`config.mk`:
```
export PLATFORM = sky130hd
export DESIGN_NAME = sgs_top
export DESIGN_NICKNAME = d
export VERILOG_FILES = /design/src/design/sgs_pkg.sv /design/src/design/sgs_edge_if.sv /design/src/design/sgs_edge.sv /design/src/design/sgs_top.sv
export SDC_FILE = /design/constraint.sdc
export NUM_CORES = 1
export LEC_CHECK = 0
export BUFFER_PORTS_ARGS = -buffer_cell sky130_fd_sc_hd__buf_2
export CAP_MARGIN = 15
export CORE_MARGIN = 2
export CORE_UTILIZATION = 45
export DETAILED_ROUTE_END_ITERATION = 8
export GPL_TIMING_DRIVEN = 0
export PLACE_DENSITY = 0.7
export SKIP_CTS_REPAIR_TIMING = 1
export SLEW_MARGIN = 20
export SYNTH_ARGS = -nofsm -noshare
export SYNTH_HDL_FRONTEND = slang
export SYNTH_HIERARCHICAL = 1
export SYNTH_SLANG_ARGS = --single-unit
```
`constraint.sdc`:
```
create_clock -name sys_clk -period 6.1 [get_ports sys_clk]
set_input_delay 0.61 -clock sys_clk [delete_from_list [all_inputs] [get_ports sys_clk]]
set_output_delay 0.61 -clock sys_clk [all_outputs]
set_load 0.02 [all_outputs]
```
`src/design/sgs_pkg.sv`:
```
// constants shared by the setting group selector files
package sgs_pkg;
    // register byte offsets
    localparam logic [5:0] OFS_STATUS = 6'h00;
    localparam logic [5:0] OFS_CONFIG = 6'h04;
    localparam logic [5:0] OFS_QUAL = 6'h08;
    localparam logic [5:0] OFS_DEB = 6'h0c;
    localparam logic [5:0] OFS_CMD = 6'h10;
    localparam logic [5:0] OFS_BITS = 6'h14;
    localparam logic [5:0] OFS_EDIT = 6'h18;
    // status fields
    localparam int ST_G1 = 0;
    localparam int ST_G2 = 1;
    localparam int ST_DIS = 2;
    localparam int ST_LATCH = 3;
    localparam int ST_IN = 4;
    localparam int ST_PEND = 5;
    // config, edit, command and bits fields
    localparam int CFG_SRC = 0;
    localparam int EDIT_GRP = 0;
    localparam int TOGGLE_IDX = 4;
    localparam logic [1:0] CMD_G1 = 2'h1;
    localparam logic [1:0] CMD_G2 = 2'h2;
    // reset values
    localparam logic CFG_SRC_RST = 1'h1;
    localparam logic [15:0] QUAL_RST = 16'h0004;
    localparam logic [7:0] DEB_RST = 8'h02;
    // bus responses
    localparam logic [1:0] RESP_OK = 2'h0;
    localparam logic [1:0] RESP_ERR = 2'h2;
    // timing: clock period, processing interval, disable window
    localparam int CLK_NS = 5;
    localparam int TICK_NS = 4166667;
    localparam int TICK_CYCLES = TICK_NS / CLK_NS;
    localparam int DISABLE_MS = 2000;
    localparam int DISABLE_TICKS = (DISABLE_MS * 1000) / (TICK_NS / 1000);
    typedef enum logic [1:0] {
        SGS_RUN = 2'b00,
        SGS_QUAL = 2'b01,
        SGS_DIS = 2'b10
    } sgs_state_t;
endpackage

```
`src/design/sgs_edge_if.sv`:
```
// carrier between the core and the input conditioner
`timescale 1ns/1ps
interface sgs_edge_if;
    logic tick;
    logic raw;
    logic [7:0] deb_ticks;
    logic status;
    logic rise;
    modport core (output tick, output raw, output deb_ticks,
                  input status, input rise);
    modport cond (input tick, input raw, input deb_ticks,
                  output status, output rise);
endinterface

```
`src/design/sgs_edge.sv`:
```
// debounce timer and rising edge operator for the pulse input
`timescale 1ns/1ps
module sgs_edge (
    // clock and reset
    input wire logic sys_clk,
    input wire logic rstn,
    // conditioned input
    sgs_edge_if.cond e
);
    logic [7:0] cnt_reg;
    logic status_reg;
    logic prev_reg;
    logic rise_reg;

    wire differ = e.raw != status_reg;
    wire settled = cnt_reg >= e.deb_ticks;

    always_ff @(posedge sys_clk) begin
        if (!rstn) begin
            cnt_reg <= 8'h00;
            status_reg <= 1'b0;
        end else if (e.tick) begin
            if (!differ) begin
                cnt_reg <= 8'h00;
            end else if (settled) begin
                cnt_reg <= 8'h00;
                status_reg <= e.raw;
            end else begin
                cnt_reg <= cnt_reg + 8'h01;
            end
        end
    end

    always_ff @(posedge sys_clk) begin
        if (!rstn) begin
            prev_reg <= 1'b0;
            rise_reg <= 1'b0;
        end else if (e.tick) begin
            prev_reg <= status_reg;
            rise_reg <= status_reg & ~prev_reg;
        end
    end

    assign e.status = status_reg;
    assign e.rise = rise_reg;
endmodule // sgs_edge

```
`src/design/sgs_top.sv`:
```
// setting group selector with its register slave
//
// Decided for this implementation: the address map and the AXI4-Lite interface to the registers.
`timescale 1ns/1ps
module sgs_top #(
    parameter int TICK_CYC = sgs_pkg::TICK_CYCLES,
    parameter int DIS_TICKS = sgs_pkg::DISABLE_TICKS
) (
    // clock and reset
    input wire logic sys_clk,
    input wire logic rstn,
    // register bus
    input wire logic [5:0] s_axi_awaddr,
    input wire logic s_axi_awvalid,
    output logic s_axi_awready,
    input wire logic [31:0] s_axi_wdata,
    input wire logic [3:0] s_axi_wstrb,
    input wire logic s_axi_wvalid,
    output logic s_axi_wready,
    output logic [1:0] s_axi_bresp,
    output logic s_axi_bvalid,
    input wire logic s_axi_bready,
    input wire logic [5:0] s_axi_araddr,
    input wire logic s_axi_arvalid,
    output logic s_axi_arready,
    output logic [31:0] s_axi_rdata,
    output logic [1:0] s_axi_rresp,
    output logic s_axi_rvalid,
    input wire logic s_axi_rready,
    // field inputs
    input wire logic pulse_contact_input,
    input wire logic ext_sel1,
    input wire logic ext_sel2,
    input wire logic panel_group_btn,
    // nonvolatile store
    input wire logic nvm_group_in,
    output logic nvm_wr,
    output logic nvm_wr_group,
    // group outputs
    output logic group1_active_flag,
    output logic group2_active_flag,
    output logic protection_disabled
);

    sgs_pkg::sgs_state_t state_reg;
    sgs_pkg::sgs_state_t state_next;
    logic [19:0] tick_cnt_reg;
    logic tick_reg;
    logic aw_rdy_reg, w_rdy_reg, aw_hold_reg, w_hold_reg;
    logic [5:0] aw_addr_reg;
    logic [31:0] w_data_reg;
    logic [3:0] w_strb_reg;
    logic bvalid_reg, ar_rdy_reg, rvalid_reg;
    logic [1:0] bresp_reg, rresp_reg;
    logic [31:0] rdata_reg;
    logic cfg_src_reg;
    logic [15:0] qual_reg;
    logic [7:0] deb_reg;
    logic [15:0] local_bits_reg;
    logic [15:0] latch_bits_reg;
    logic group_reg, restore_reg;
    logic cmd_pend_reg, cmd_tgt_reg, btn_pend_reg, btn_prev_reg;
    logic [15:0] qual_cnt_reg;
    logic [15:0] dis_cnt_reg;
    logic g1_flag_reg, g2_flag_reg, dis_flag_reg;
    logic nvm_wr_reg, nvm_grp_reg;
    logic [31:0] status_word;

    // processing interval divider
    wire tick_wrap = tick_cnt_reg == 20'(TICK_CYC - 1);
    always_ff @(posedge sys_clk) begin
        if (!rstn) begin
            tick_cnt_reg <= 20'h00000;
            tick_reg <= 1'b0;
        end else begin
            tick_reg <= tick_wrap;
            tick_cnt_reg <= tick_wrap ? 20'h00000 : tick_cnt_reg + 20'h00001;
        end
    end

    // write channel: address and data taken in either order
    wire aw_take = s_axi_awvalid & aw_rdy_reg;
    wire w_take = s_axi_wvalid & w_rdy_reg;
    wire do_write = aw_hold_reg & w_hold_reg & ~bvalid_reg;
    wire aw_hold_next = (aw_hold_reg & ~do_write) | aw_take;
    wire w_hold_next = (w_hold_reg & ~do_write) | w_take;
    wire wr_cfg = do_write & (aw_addr_reg == sgs_pkg::OFS_CONFIG);
    wire wr_qual = do_write & (aw_addr_reg == sgs_pkg::OFS_QUAL);
    wire wr_deb = do_write & (aw_addr_reg == sgs_pkg::OFS_DEB);
    wire wr_cmd = do_write & (aw_addr_reg == sgs_pkg::OFS_CMD);
    wire wr_bits = do_write & (aw_addr_reg == sgs_pkg::OFS_BITS);
    wire wr_edit = do_write & (aw_addr_reg == sgs_pkg::OFS_EDIT);
    wire wr_hit = wr_cfg | wr_qual | wr_deb | wr_cmd | wr_bits | wr_edit;
    wire [31:0] wmask = {{8{w_strb_reg[3]}}, {8{w_strb_reg[2]}},
                         {8{w_strb_reg[1]}}, {8{w_strb_reg[0]}}};
    wire [31:0] wval = w_data_reg & wmask;
    wire [31:0] bits_new = ({latch_bits_reg, local_bits_reg} & ~wmask) | wval;
    wire [31:0] qual_new = ({16'h0000, qual_reg} & ~wmask) | wval;
    wire [31:0] cfg_new = ({31'h0, cfg_src_reg} & ~wmask) | wval;
    wire [31:0] deb_new = ({24'h000000, deb_reg} & ~wmask) | wval;

    always_ff @(posedge sys_clk) begin
        if (!rstn) begin
            aw_hold_reg <= 1'b0;
            w_hold_reg <= 1'b0;
            aw_rdy_reg <= 1'b0;
            w_rdy_reg <= 1'b0;
            aw_addr_reg <= 6'h00;
            w_data_reg <= 32'h00000000;
            w_strb_reg <= 4'h0;
            bvalid_reg <= 1'b0;
            bresp_reg <= sgs_pkg::RESP_OK;
        end else begin
            aw_hold_reg <= aw_hold_next;
            w_hold_reg <= w_hold_next;
            aw_rdy_reg <= ~aw_hold_next;
            w_rdy_reg <= ~w_hold_next;
            if (aw_take) aw_addr_reg <= s_axi_awaddr;
            if (w_take) begin
                w_data_reg <= s_axi_wdata;
                w_strb_reg <= s_axi_wstrb;
            end
            if (do_write) begin
                bvalid_reg <= 1'b1;
                bresp_reg <= wr_hit ? sgs_pkg::RESP_OK : sgs_pkg::RESP_ERR;
            end else if (s_axi_bready) begin
                bvalid_reg <= 1'b0;
            end
        end
    end

    // read channel
    wire ar_take = s_axi_arvalid & ar_rdy_reg;
    wire rvalid_next = ar_take | (rvalid_reg & ~s_axi_rready);
    wire rd_cmd = s_axi_araddr == sgs_pkg::OFS_CMD;
    wire rd_edit = s_axi_araddr == sgs_pkg::OFS_EDIT;
    wire rd_hit = (s_axi_araddr == sgs_pkg::OFS_STATUS) |
                  (s_axi_araddr == sgs_pkg::OFS_CONFIG) |
                  (s_axi_araddr == sgs_pkg::OFS_QUAL) |
                  (s_axi_araddr == sgs_pkg::OFS_DEB) |
                  (s_axi_araddr == sgs_pkg::OFS_BITS) | rd_cmd | rd_edit;
    wire [31:0] rd_word =
        (s_axi_araddr == sgs_pkg::OFS_STATUS) ? status_word :
        (s_axi_araddr == sgs_pkg::OFS_CONFIG) ? {31'h0, cfg_src_reg} :
        (s_axi_araddr == sgs_pkg::OFS_QUAL) ? {16'h0000, qual_reg} :
        (s_axi_araddr == sgs_pkg::OFS_DEB) ? {24'h000000, deb_reg} :
        (s_axi_araddr == sgs_pkg::OFS_BITS) ?
            {latch_bits_reg, local_bits_reg} : 32'h00000000;

    always_ff @(posedge sys_clk) begin
        if (!rstn) begin
            rvalid_reg <= 1'b0;
            ar_rdy_reg <= 1'b0;
            rdata_reg <= 32'h00000000;
            rresp_reg <= sgs_pkg::RESP_OK;
        end else begin
            rvalid_reg <= rvalid_next;
            ar_rdy_reg <= ~rvalid_next;
            if (ar_take) begin
                rdata_reg <= rd_word;
                rresp_reg <= rd_hit ? sgs_pkg::RESP_OK : sgs_pkg::RESP_ERR;
            end
        end
    end

    // input conditioner
    sgs_edge_if ein();
    assign ein.tick = tick_reg;
    assign ein.raw = pulse_contact_input;
    assign ein.deb_ticks = deb_reg;
    sgs_edge u_edge (
        .sys_clk(sys_clk),
        .rstn(rstn),
        .e(ein.cond)
    );

    // select equations and group decision
    wire toggle_latch_bit = latch_bits_reg[sgs_pkg::TOGGLE_IDX];
    wire group1_select_eq = cfg_src_reg ? toggle_latch_bit : ext_sel1;
    wire group2_select_eq = cfg_src_reg ? ~toggle_latch_bit : ext_sel2;
    wire cur_sel = group_reg ? group2_select_eq : group1_select_eq;
    wire oth_sel = group_reg ? group1_select_eq : group2_select_eq;
    wire want_switch = ~cur_sel & oth_sel;
    wire manual_ok = ~group1_select_eq & ~group2_select_eq;
    wire in_run = state_reg == sgs_pkg::SGS_RUN;
    wire in_qual = state_reg == sgs_pkg::SGS_QUAL;
    wire in_dis = state_reg == sgs_pkg::SGS_DIS;
    wire run_tick = tick_reg & in_run & restore_reg;
    wire manual_req = (cmd_pend_reg & (cmd_tgt_reg != group_reg)) |
                      btn_pend_reg;
    wire do_manual = run_tick & manual_ok & manual_req;
    wire qual_done = tick_reg & want_switch &
        ((run_tick & (qual_reg == 16'h0000)) |
         (in_qual & (qual_cnt_reg >= qual_reg)));
    wire do_change = do_manual | qual_done;
    wire edit_active = wr_edit & ~in_dis &
                       (w_data_reg[sgs_pkg::EDIT_GRP] == group_reg);
    wire cmd_ok = wr_cmd & ((w_data_reg[1:0] == sgs_pkg::CMD_G1) |
                            (w_data_reg[1:0] == sgs_pkg::CMD_G2));
    wire btn_rise = panel_group_btn & ~btn_prev_reg;
    wire pend_drop = run_tick | in_dis;
    // steer the edge by the latch
    wire toggle_latch_set_eq = ein.rise & ~toggle_latch_bit;
    wire toggle_latch_reset_eq = ein.rise & toggle_latch_bit;
    wire latch_step = tick_reg & ~in_dis;

    always_comb begin
        state_next = state_reg;
        case (state_reg)
            sgs_pkg::SGS_RUN: begin
                if (do_change | edit_active) state_next = sgs_pkg::SGS_DIS;
                else if (run_tick & want_switch)
                    state_next = sgs_pkg::SGS_QUAL;
            end
            sgs_pkg::SGS_QUAL: begin
                if (do_change | edit_active) state_next = sgs_pkg::SGS_DIS;
                else if (tick_reg & ~want_switch)
                    state_next = sgs_pkg::SGS_RUN;
            end
            sgs_pkg::SGS_DIS: begin
                if (tick_reg & (dis_cnt_reg == 16'(DIS_TICKS - 1)))
                    state_next = sgs_pkg::SGS_RUN;
            end
            default: state_next = sgs_pkg::SGS_RUN;
        endcase
    end

    always_ff @(posedge sys_clk) begin
        if (!rstn) begin
            state_reg <= sgs_pkg::SGS_RUN;
            qual_cnt_reg <= 16'h0001;
            dis_cnt_reg <= 16'h0000;
        end else begin
            state_reg <= state_next;
            if (!in_qual) qual_cnt_reg <= 16'h0001;
            else if (tick_reg) qual_cnt_reg <= qual_cnt_reg + 16'h0001;
            if (!in_dis) dis_cnt_reg <= 16'h0000;
            else if (tick_reg) dis_cnt_reg <= dis_cnt_reg + 16'h0001;
        end
    end

    always_ff @(posedge sys_clk) begin
        if (!rstn) begin
            restore_reg <= 1'b0;
            group_reg <= 1'b0;
        end else begin
            restore_reg <= 1'b1;
            if (!restore_reg) group_reg <= nvm_group_in;
            // only a change flips the group
            else if (do_change) group_reg <= ~group_reg;
        end
    end

    // pending manual requests; a new one wins over the drop
    always_ff @(posedge sys_clk) begin
        if (!rstn) begin
            cmd_pend_reg <= 1'b0;
            cmd_tgt_reg <= 1'b0;
            btn_pend_reg <= 1'b0;
            btn_prev_reg <= 1'b0;
        end else begin
            btn_prev_reg <= panel_group_btn;
            cmd_pend_reg <= cmd_ok | (cmd_pend_reg & ~pend_drop);
            btn_pend_reg <= btn_rise | (btn_pend_reg & ~pend_drop);
            if (cmd_ok) cmd_tgt_reg <= w_data_reg[1:0] == sgs_pkg::CMD_G2;
        end
    end

    always_ff @(posedge sys_clk) begin
        if (!rstn) begin
            cfg_src_reg <= sgs_pkg::CFG_SRC_RST;
            qual_reg <= sgs_pkg::QUAL_RST;
            deb_reg <= sgs_pkg::DEB_RST;
            local_bits_reg <= 16'h0000;
            latch_bits_reg <= 16'h0000;
        end else begin
            if (wr_cfg) cfg_src_reg <= cfg_new[sgs_pkg::CFG_SRC];
            if (wr_qual) qual_reg <= qual_new[15:0];
            if (wr_deb) deb_reg <= deb_new[7:0];
            if (wr_bits) local_bits_reg <= bits_new[15:0];
            if (wr_bits) latch_bits_reg <= bits_new[31:16];
            // latch moves at the next tick unless that tick is in the disable window
            if (latch_step & toggle_latch_set_eq)
                latch_bits_reg[sgs_pkg::TOGGLE_IDX] <= 1'b1;
            if (latch_step & toggle_latch_reset_eq)
                latch_bits_reg[sgs_pkg::TOGGLE_IDX] <= 1'b0;
        end
    end

    always_ff @(posedge sys_clk) begin
        if (!rstn) begin
            g1_flag_reg <= 1'b1;
            g2_flag_reg <= 1'b0;
            dis_flag_reg <= 1'b0;
            nvm_wr_reg <= 1'b0;
            nvm_grp_reg <= 1'b0;
        end else begin
            g1_flag_reg <= ~group_reg;
            g2_flag_reg <= group_reg;
            dis_flag_reg <= state_next == sgs_pkg::SGS_DIS;
            nvm_wr_reg <= do_change;
            if (do_change) nvm_grp_reg <= ~group_reg;
        end
    end

    always_comb begin
        status_word = 32'h00000000;
        status_word[sgs_pkg::ST_G1] = g1_flag_reg;
        status_word[sgs_pkg::ST_G2] = g2_flag_reg;
        status_word[sgs_pkg::ST_DIS] = dis_flag_reg;
        status_word[sgs_pkg::ST_LATCH] = toggle_latch_bit;
        status_word[sgs_pkg::ST_IN] = ein.status;
        status_word[sgs_pkg::ST_PEND] = cmd_pend_reg | btn_pend_reg;
    end

    assign s_axi_awready = aw_rdy_reg;
    assign s_axi_wready = w_rdy_reg;
    assign s_axi_bvalid = bvalid_reg;
    assign s_axi_bresp = bresp_reg;
    assign s_axi_arready = ar_rdy_reg;
    assign s_axi_rvalid = rvalid_reg;
    assign s_axi_rdata = rdata_reg;
    assign s_axi_rresp = rresp_reg;
    assign group1_active_flag = g1_flag_reg;
    assign group2_active_flag = g2_flag_reg;
    assign protection_disabled = dis_flag_reg;
    assign nvm_wr = nvm_wr_reg;
    assign nvm_wr_group = nvm_grp_reg;
endmodule // sgs_top

```
Word level (Yosys, flattened, before mapping):

Cells that the tools add are included.

* flip-flop bits (word level): 219
* input port bits: 60
* output and inout bits: 46
* logic and storage cells: 194

* add/subtract/negate cells: 4
* $lt $le $gt $ge: 2
* eq/ne operators: 23
* muxes and demuxes: 26
* bitwise logic cells: 90
* reduce and logical (&&, ||, !) cells: 10

Operators by type and width (number)
* two-way mux 32 bit: 5
* bitwise AND 32 bit: 2
* bitwise AND 1 bit: 41
* equality test 6 x 5 -> 1 bit (second input constant): 6
* adder 16 x 1 -> 16 bit (second input constant): 2
* NOT 32 bit: 1
* bitwise OR 32 bit: 1
* equality test 6 x 4 -> 1 bit (second input constant): 4
* bitwise OR 1 bit: 24
* adder 20 x 1 -> 20 bit (second input constant): 1
* equality test 20 bit (second input constant): 1
* NOT 1 bit: 17
* bitwise AND 16 bit: 1
* equality test 16 x 9 -> 1 bit (second input constant): 1
* greater-or-equal comparator 16 bit: 1
* logical NOT 16 bit: 1
* two-way mux 8 bit: 2
* bitwise OR 16 bit: 1
* two-way mux 2 bit: 7
* equality test 6 x 3 -> 1 bit (second input constant): 2
* two-way mux 1 bit: 10
* adder 8 x 1 -> 8 bit (second input constant): 1
* bitwise AND 8 bit: 1
* greater-or-equal comparator 8 bit: 1
* other kinds (14): 21

Longest topological paths before layout:

* depth in word-level cells: 12
* depth in mapped cells: 8
* gate-level depth less buffers: 8

By module:

The synthesis kept the hierarchy.

By module, submodules not included
* sgs_top: instances 1, cells each 1032, area each 8949.8 µm², sequential area each 4124.0 µm²
* sgs_edge: instances 1, cells each 93, area each 823.3 µm², sequential area each 220.2 µm²

Least setup slack after synthesis:

Ideal clock, no wire load.

* path kind: register to register
* from: reg qual_cnt_reg[0]
* to: reg dis_flag_reg, in the netlist protection_disabled
* library setup time: 122 ps
* arrival time: 1974 ps
* data required time: 5978 ps
* path slack: 4004 ps
* stages on the path, launching flop included: 9
* buffers on the path: 0
* clock period less this slack: 2096 ps
* cell sequence: dfxtp_1 -> inv_1 -> ha_1 -> nand2b_1 -> a2111o_1 -> a32oi_1 -> a311oi_1 -> nand2b_4 -> o311a_1

* cells in the longest elaborated chain, start to end: 9
* elaborated cells between the ends (all ways): 10
* those cells by class: order compare (1); eq/ne (1); mux (3); bitwise (5)

Ends and longest elaborated chain
* start: declaration: RTL line sgs_top.sv:63 `logic [15:0] qual_cnt_reg;`
* start signal: assignment: RTL line sgs_top.sv:236 `else if (tick_reg) qual_cnt_reg <= qual_cnt_reg + 16'h0001;`
* greater-or-equal comparator 16 bit *: RTL line sgs_top.sv:194 `(in_qual & (qual_cnt_reg >= qual_reg)));`
* bitwise AND 1 bit *: RTL line sgs_top.sv:194
* bitwise OR 1 bit *: RTL line sgs_top.sv:193 `((run_tick & (qual_reg == 16'h0000)) |`
* bitwise AND 1 bit *: RTL line sgs_top.sv:192 `wire qual_done = tick_reg & want_switch &`
* bitwise OR 1 bit *: RTL line sgs_top.sv:195 `wire do_change = do_manual | qual_done;`
* bitwise OR 1 bit *: RTL line sgs_top.sv:211, sgs_top.sv:216
* two-way mux 2 bit (on tied branches): RTL line sgs_top.sv:216, sgs_top.sv:211
* one-hot mux 2 bit (3 select lines) *: RTL line sgs_top.sv:209 `case (state_reg)`
* equality test 2 bit *: RTL line sgs_top.sv:300 `dis_flag_reg <= state_next == sgs_pkg::SGS_DIS;`
* end signal: assignment: RTL line sgs_top.sv:300
* end: declaration: RTL line sgs_top.sv:65 `logic g1_flag_reg, g2_flag_reg, dis_flag_reg;`

Mark *: on every way between the ends. The rest lies on a longest branch, timed or not.
A chain may end at the register's enable or synchronous reset.

==> impl_summary.md <==
Yosys
After synthesis, the largest family of logic cells by area is simple AND/OR/NAND/NOR gates. The area share of the largest cell type after synthesis is around 44%. After technology mapping, the gate count stands at 1125.

The most used flip-flop cell after synthesis is sky130_fd_sc_hd__dfxtp_1. In this run, synthesis inferred 0 flip-flops with an integrated enable. The warning count from the yosys run is 6. The register bit total from synthesis is around 220.

The proportion of synthesized chip area in sequential cells is between 40% and 50%. The share of synthesized registers carrying an async set or reset is 0%. The compound-cell area share of the yosys netlist is 16.2%. The simple logic cell fraction of the synthesized area is 24.9%. Of the total synthesized cell area, the portion taken by full adders, half adders and majority gates is 3.84%. Yosys attributes the largest share of cell area to sky130_fd_sc_hd__dfxtp_1, sky130_fd_sc_hd__nand2_1, sky130_fd_sc_hd__a21boi_0.

sky130_fd_sc_hd__dfxtp_1 takes more of the synthesized area than any other cell. After synthesis, the share of cell area in mux cells is 2.88%. The synthesized cell area is about 9800 um^2. The average instance area after synthesis is about 8.7 um^2.

The xor/xnor share of the synthesized area is 3.85%. The number of distinct library cell variants in the gate-level netlist after synthesis is 67.

Power
The leakage power figure is between 4 and 5 nW. The share of total power in the clock network is roughly 48%. The combinational share of power is 5.0%. The internal portion of the total power is about 0.0023 W.

The highest ir drop seen on vdd is 0.227 mV. The switching part of the total power is between 20% and 30%. For this design the total switching power over the nets is about 0.00074 W. Registers are responsible for a little under half of the overall power.

The power per cell area is around 270 nW/um^2.

Route
The via count of the routed design is 8324. In the routed layout, each cell is associated on average with a via count of around 5.4. In the routed design, unresolved DRC markers number 0. In this run, the number of DRC markers left after iteration 0 of detailed routing was about 520. The post-detailed-route count of antenna-violating nets is 0. Summed over all layers, the routed wires come to 25200 um. The pre-antenna-repair detailed-routing pass consisted of 6 iterations. After detailed routing, the average wire length per cell comes to 16.3 um.

CTS
The latest clock arrival within the worst-skew pair is about 530 ps. The largest buffer count on any clock path is 3. In this run the number of H-tree levels came out at 1.

The tree is rooted in a sky130_fd_sc_hd__clkbuf_16. After clock tree synthesis, the clock-pin slew on the worst setup and hold paths is around 60 ps. Clock tree synthesis inserted a total of 25 buffers. The clock tree from TritonCTS is built. The clock net sink count is about 220.

Timing
The number of setup violations in the final report is 0. The final clock period utilization by the worst path is between 40% and 50%. The number of max-slew violations in the final report is 0.

The final hold violation count is 0. For the final database, setup skew stands at ~10 ps. For this run, the top clock speed supported by timing is around 410 MHz. For the pin with the worst max-slew slack, the measured transition is 927 ps. Setup repair after global routing left no endpoint under its margin.

The worst pin sits at a relative slew slack of between 30% and 40%. The final total negative setup slack is 0 ps. After layout, the minimum clock period comes to approximately 2400 ps.

Floorplan
The overall die width is between 150 and 200 um. The height of the chip is about 150 um. The die area is roughly 23000 um^2. roughly 110 I/O pins were placed. Once the floorplan was initialized, standard cells occupied between 40 and 50% of the core.

After floorplanning, the core was sized to cover roughly 21000 um^2. The number of placement rows is 53.

Finish
The repair_antennas step left the layout with diodes totalling 0. The final net count is about 1.3k. Cells with a size suffix above 1 make up a little over an eighth of the layout. Compared with the post-synthesis result, the final layout area differs by 17.1%. Summing all non-filler instances in the final layout gives an area of about 11000 um^2. After filler insertion, the fill cell instance count of the layout stands at about 2.0k.

Setup path
The endpoint arrival time on the critical path is around 2900 ps. The element type at the critical path start is a flop. Data on the critical path is required at its endpoint by ~6600 ps.

The kind of critical path is reg2reg. In this run the worst path has a maximum fanout of 4. The critical path endpoint category is a flop.

Global routing
The via count of the first global-routing pass is 7769. For this run, the total global-route usage over all layers was measured as 21.8%. The number of antenna violations at the first check in global routing was 0. After global routing the overflow that remains totals 0. The maximum number of pins on one net before global-route repair is 14. The first global-routing pass estimated between 30000 and 40000 um of wire.

Placed design
Routability-driven placement finished with a final weighted congestion of 0.861. The cell area reported after detailed placement is roughly 11000 um^2. Input and output buffers added on the ports amount to about 100.

The detailed placement HPWL is roughly 18000 um.

Status
The run finished with clean final reports.

Flow run
The tool flagged a number of max-cap violations equal to 0.

Min path
The class of the tightest hold or removal check is in2reg.
-- cells by family (layout without fill, tap and decap cells) --
logic type	after synthesis	after routing
flops	217	217
fa+ha+maj	30	30
xor+xnor	43	43
mux	28	28
other cells	1	2
compound gates	219	219
simple gates	493	493
buf+inv	94	241
-- layer usage --
metal	track usage, %	part of all wire, %
met1	30.2	47
met4	5.84	2.1
met2	35.4	45
met3	3.61	6.0
met5	0	0
-- synth_stat cells (3+ instances only) --
library cell / instances
sky130_fd_sc_hd__nor3b_1: 3
sky130_fd_sc_hd__nor4b_1: 4
sky130_fd_sc_hd__nand3_1: 67
sky130_fd_sc_hd__or3_1: 12
sky130_fd_sc_hd__a21boi_0: 95
sky130_fd_sc_hd__nand3b_1: 15
sky130_fd_sc_hd__xnor2_1: 12
sky130_fd_sc_hd__and3_1: 16
sky130_fd_sc_hd__a222oi_1: 4
sky130_fd_sc_hd__o21a_1: 8
sky130_fd_sc_hd__and2_1: 17
sky130_fd_sc_hd__clkbuf_1: 44
sky130_fd_sc_hd__dfxtp_1: 217
sky130_fd_sc_hd__ha_1: 30
sky130_fd_sc_hd__a21oi_1: 33
sky130_fd_sc_hd__nor4_1: 7
sky130_fd_sc_hd__nor2b_1: 34
sky130_fd_sc_hd__buf_2: 9
sky130_fd_sc_hd__xor2_1: 31
sky130_fd_sc_hd__a41o_1: 3
sky130_fd_sc_hd__a22oi_1: 8
sky130_fd_sc_hd__nand2b_1: 13
sky130_fd_sc_hd__o211a_1: 5
sky130_fd_sc_hd__mux2i_1: 27
sky130_fd_sc_hd__nand2_1: 194
sky130_fd_sc_hd__nand4_1: 20
sky130_fd_sc_hd__inv_1: 36
sky130_fd_sc_hd__o21ai_0: 36
sky130_fd_sc_hd__nor2_1: 70
-- layout make-up --
type / instances / area [um^2] / share of cell area (%)
clock inverter: 14 / 121 / 1.06
buffer: 58 / 244 / 2.13
timing repair buffer: 103 / 515 / 4.51
tap: 275 / 344 / 3.01
clock buffer: 30 / 684 / 5.98
multi-input combinational: 815 / 5050 / 44.2
sequential: 217 / 4340 / 38.0
inverter: 36 / 135 / 1.18
-- power groups by stage --
| stage | Combinational, W | Clock (W) | Sequential [W] |
|---|---|---|---|
| CTS | 0.000154 | 0.00148 | 0.00146 |
| floorplan | 0.0000842 | 0 | 0.00150 |
| global placement | 0.000152 | 0 | 0.00149 |
| detailed placement | 0.000153 | 0 | 0.00149 |
| finish | 0.000154 | 0.00147 | 0.00146 |
| global route | 0.000172 | 0.00154 | 0.00147 |
-- critical path, cell delays in order (launching register included) --
cell                       delay (ps)
sky130_fd_sc_hd__dfxtp_1          410
sky130_fd_sc_hd__inv_1             80
sky130_fd_sc_hd__ha_1             320
sky130_fd_sc_hd__nand4_1          160
sky130_fd_sc_hd__a211oi_1         210
sky130_fd_sc_hd__a32oi_1          130
sky130_fd_sc_hd__a311oi_1         600
sky130_fd_sc_hd__mux2_1           380
sky130_fd_sc_hd__o211ai_1          80
-- worst paths after layout --
check | start | end | slack, ps | depth (start not counted)
hold reg to reg | flop | flop | 470 | 2
setup / recovery | flop | group_reg$_SDFFE_PN0P_ | 3650 | 8
setup reg to reg | flop | group_reg$_SDFFE_PN0P_ | 3650 | 8
hold / removal | panel_group_btn | btn_prev_reg$_SDFF_PN0_ | 310 | 2
-- placed cells by master (no fill, tap or decap), types with 7 or more instances in the layout --
cell type / instances
sky130_fd_sc_hd__or3_1: 12
sky130_fd_sc_hd__dfxtp_1: 217
sky130_fd_sc_hd__nand2b_1: 13
sky130_fd_sc_hd__buf_2: 112
sky130_fd_sc_hd__xnor2_1: 12
sky130_fd_sc_hd__clkinv_2: 8
sky130_fd_sc_hd__a22oi_1: 8
sky130_fd_sc_hd__mux2i_1: 27
sky130_fd_sc_hd__nand2_1: 194
sky130_fd_sc_hd__and2_1: 17
sky130_fd_sc_hd__o21a_1: 8
sky130_fd_sc_hd__clkbuf_1: 45
sky130_fd_sc_hd__o21ai_0: 36
sky130_fd_sc_hd__and3_1: 16
sky130_fd_sc_hd__inv_1: 36
sky130_fd_sc_hd__nand3_1: 67
sky130_fd_sc_hd__xor2_1: 31
sky130_fd_sc_hd__ha_1: 30
sky130_fd_sc_hd__nand3b_1: 15
sky130_fd_sc_hd__nor2b_1: 34
sky130_fd_sc_hd__nor4_1: 7
sky130_fd_sc_hd__a21oi_1: 33
sky130_fd_sc_hd__nor2_1: 70
sky130_fd_sc_hd__nand4_1: 20
sky130_fd_sc_hd__a21boi_0: 95
sky130_fd_sc_hd__clkbuf_16: 25
-- per-stage QoR --
stage	hold slack, ps	util [%]	power [W]	worst slack (ps)	cells
CTS	297	54.1	0.00310	3630	1548
detailed placement	458	50.3	0.00165	3450	1504
floorplan	443	-	0.00158	4000	1126
global placement	447	50.3	0.00165	3460	1504
global route	316	54.1	0.00318	3430	1548
finish	308	54.1	0.00308	3650	1548
(Power assumes the default switching activity.)
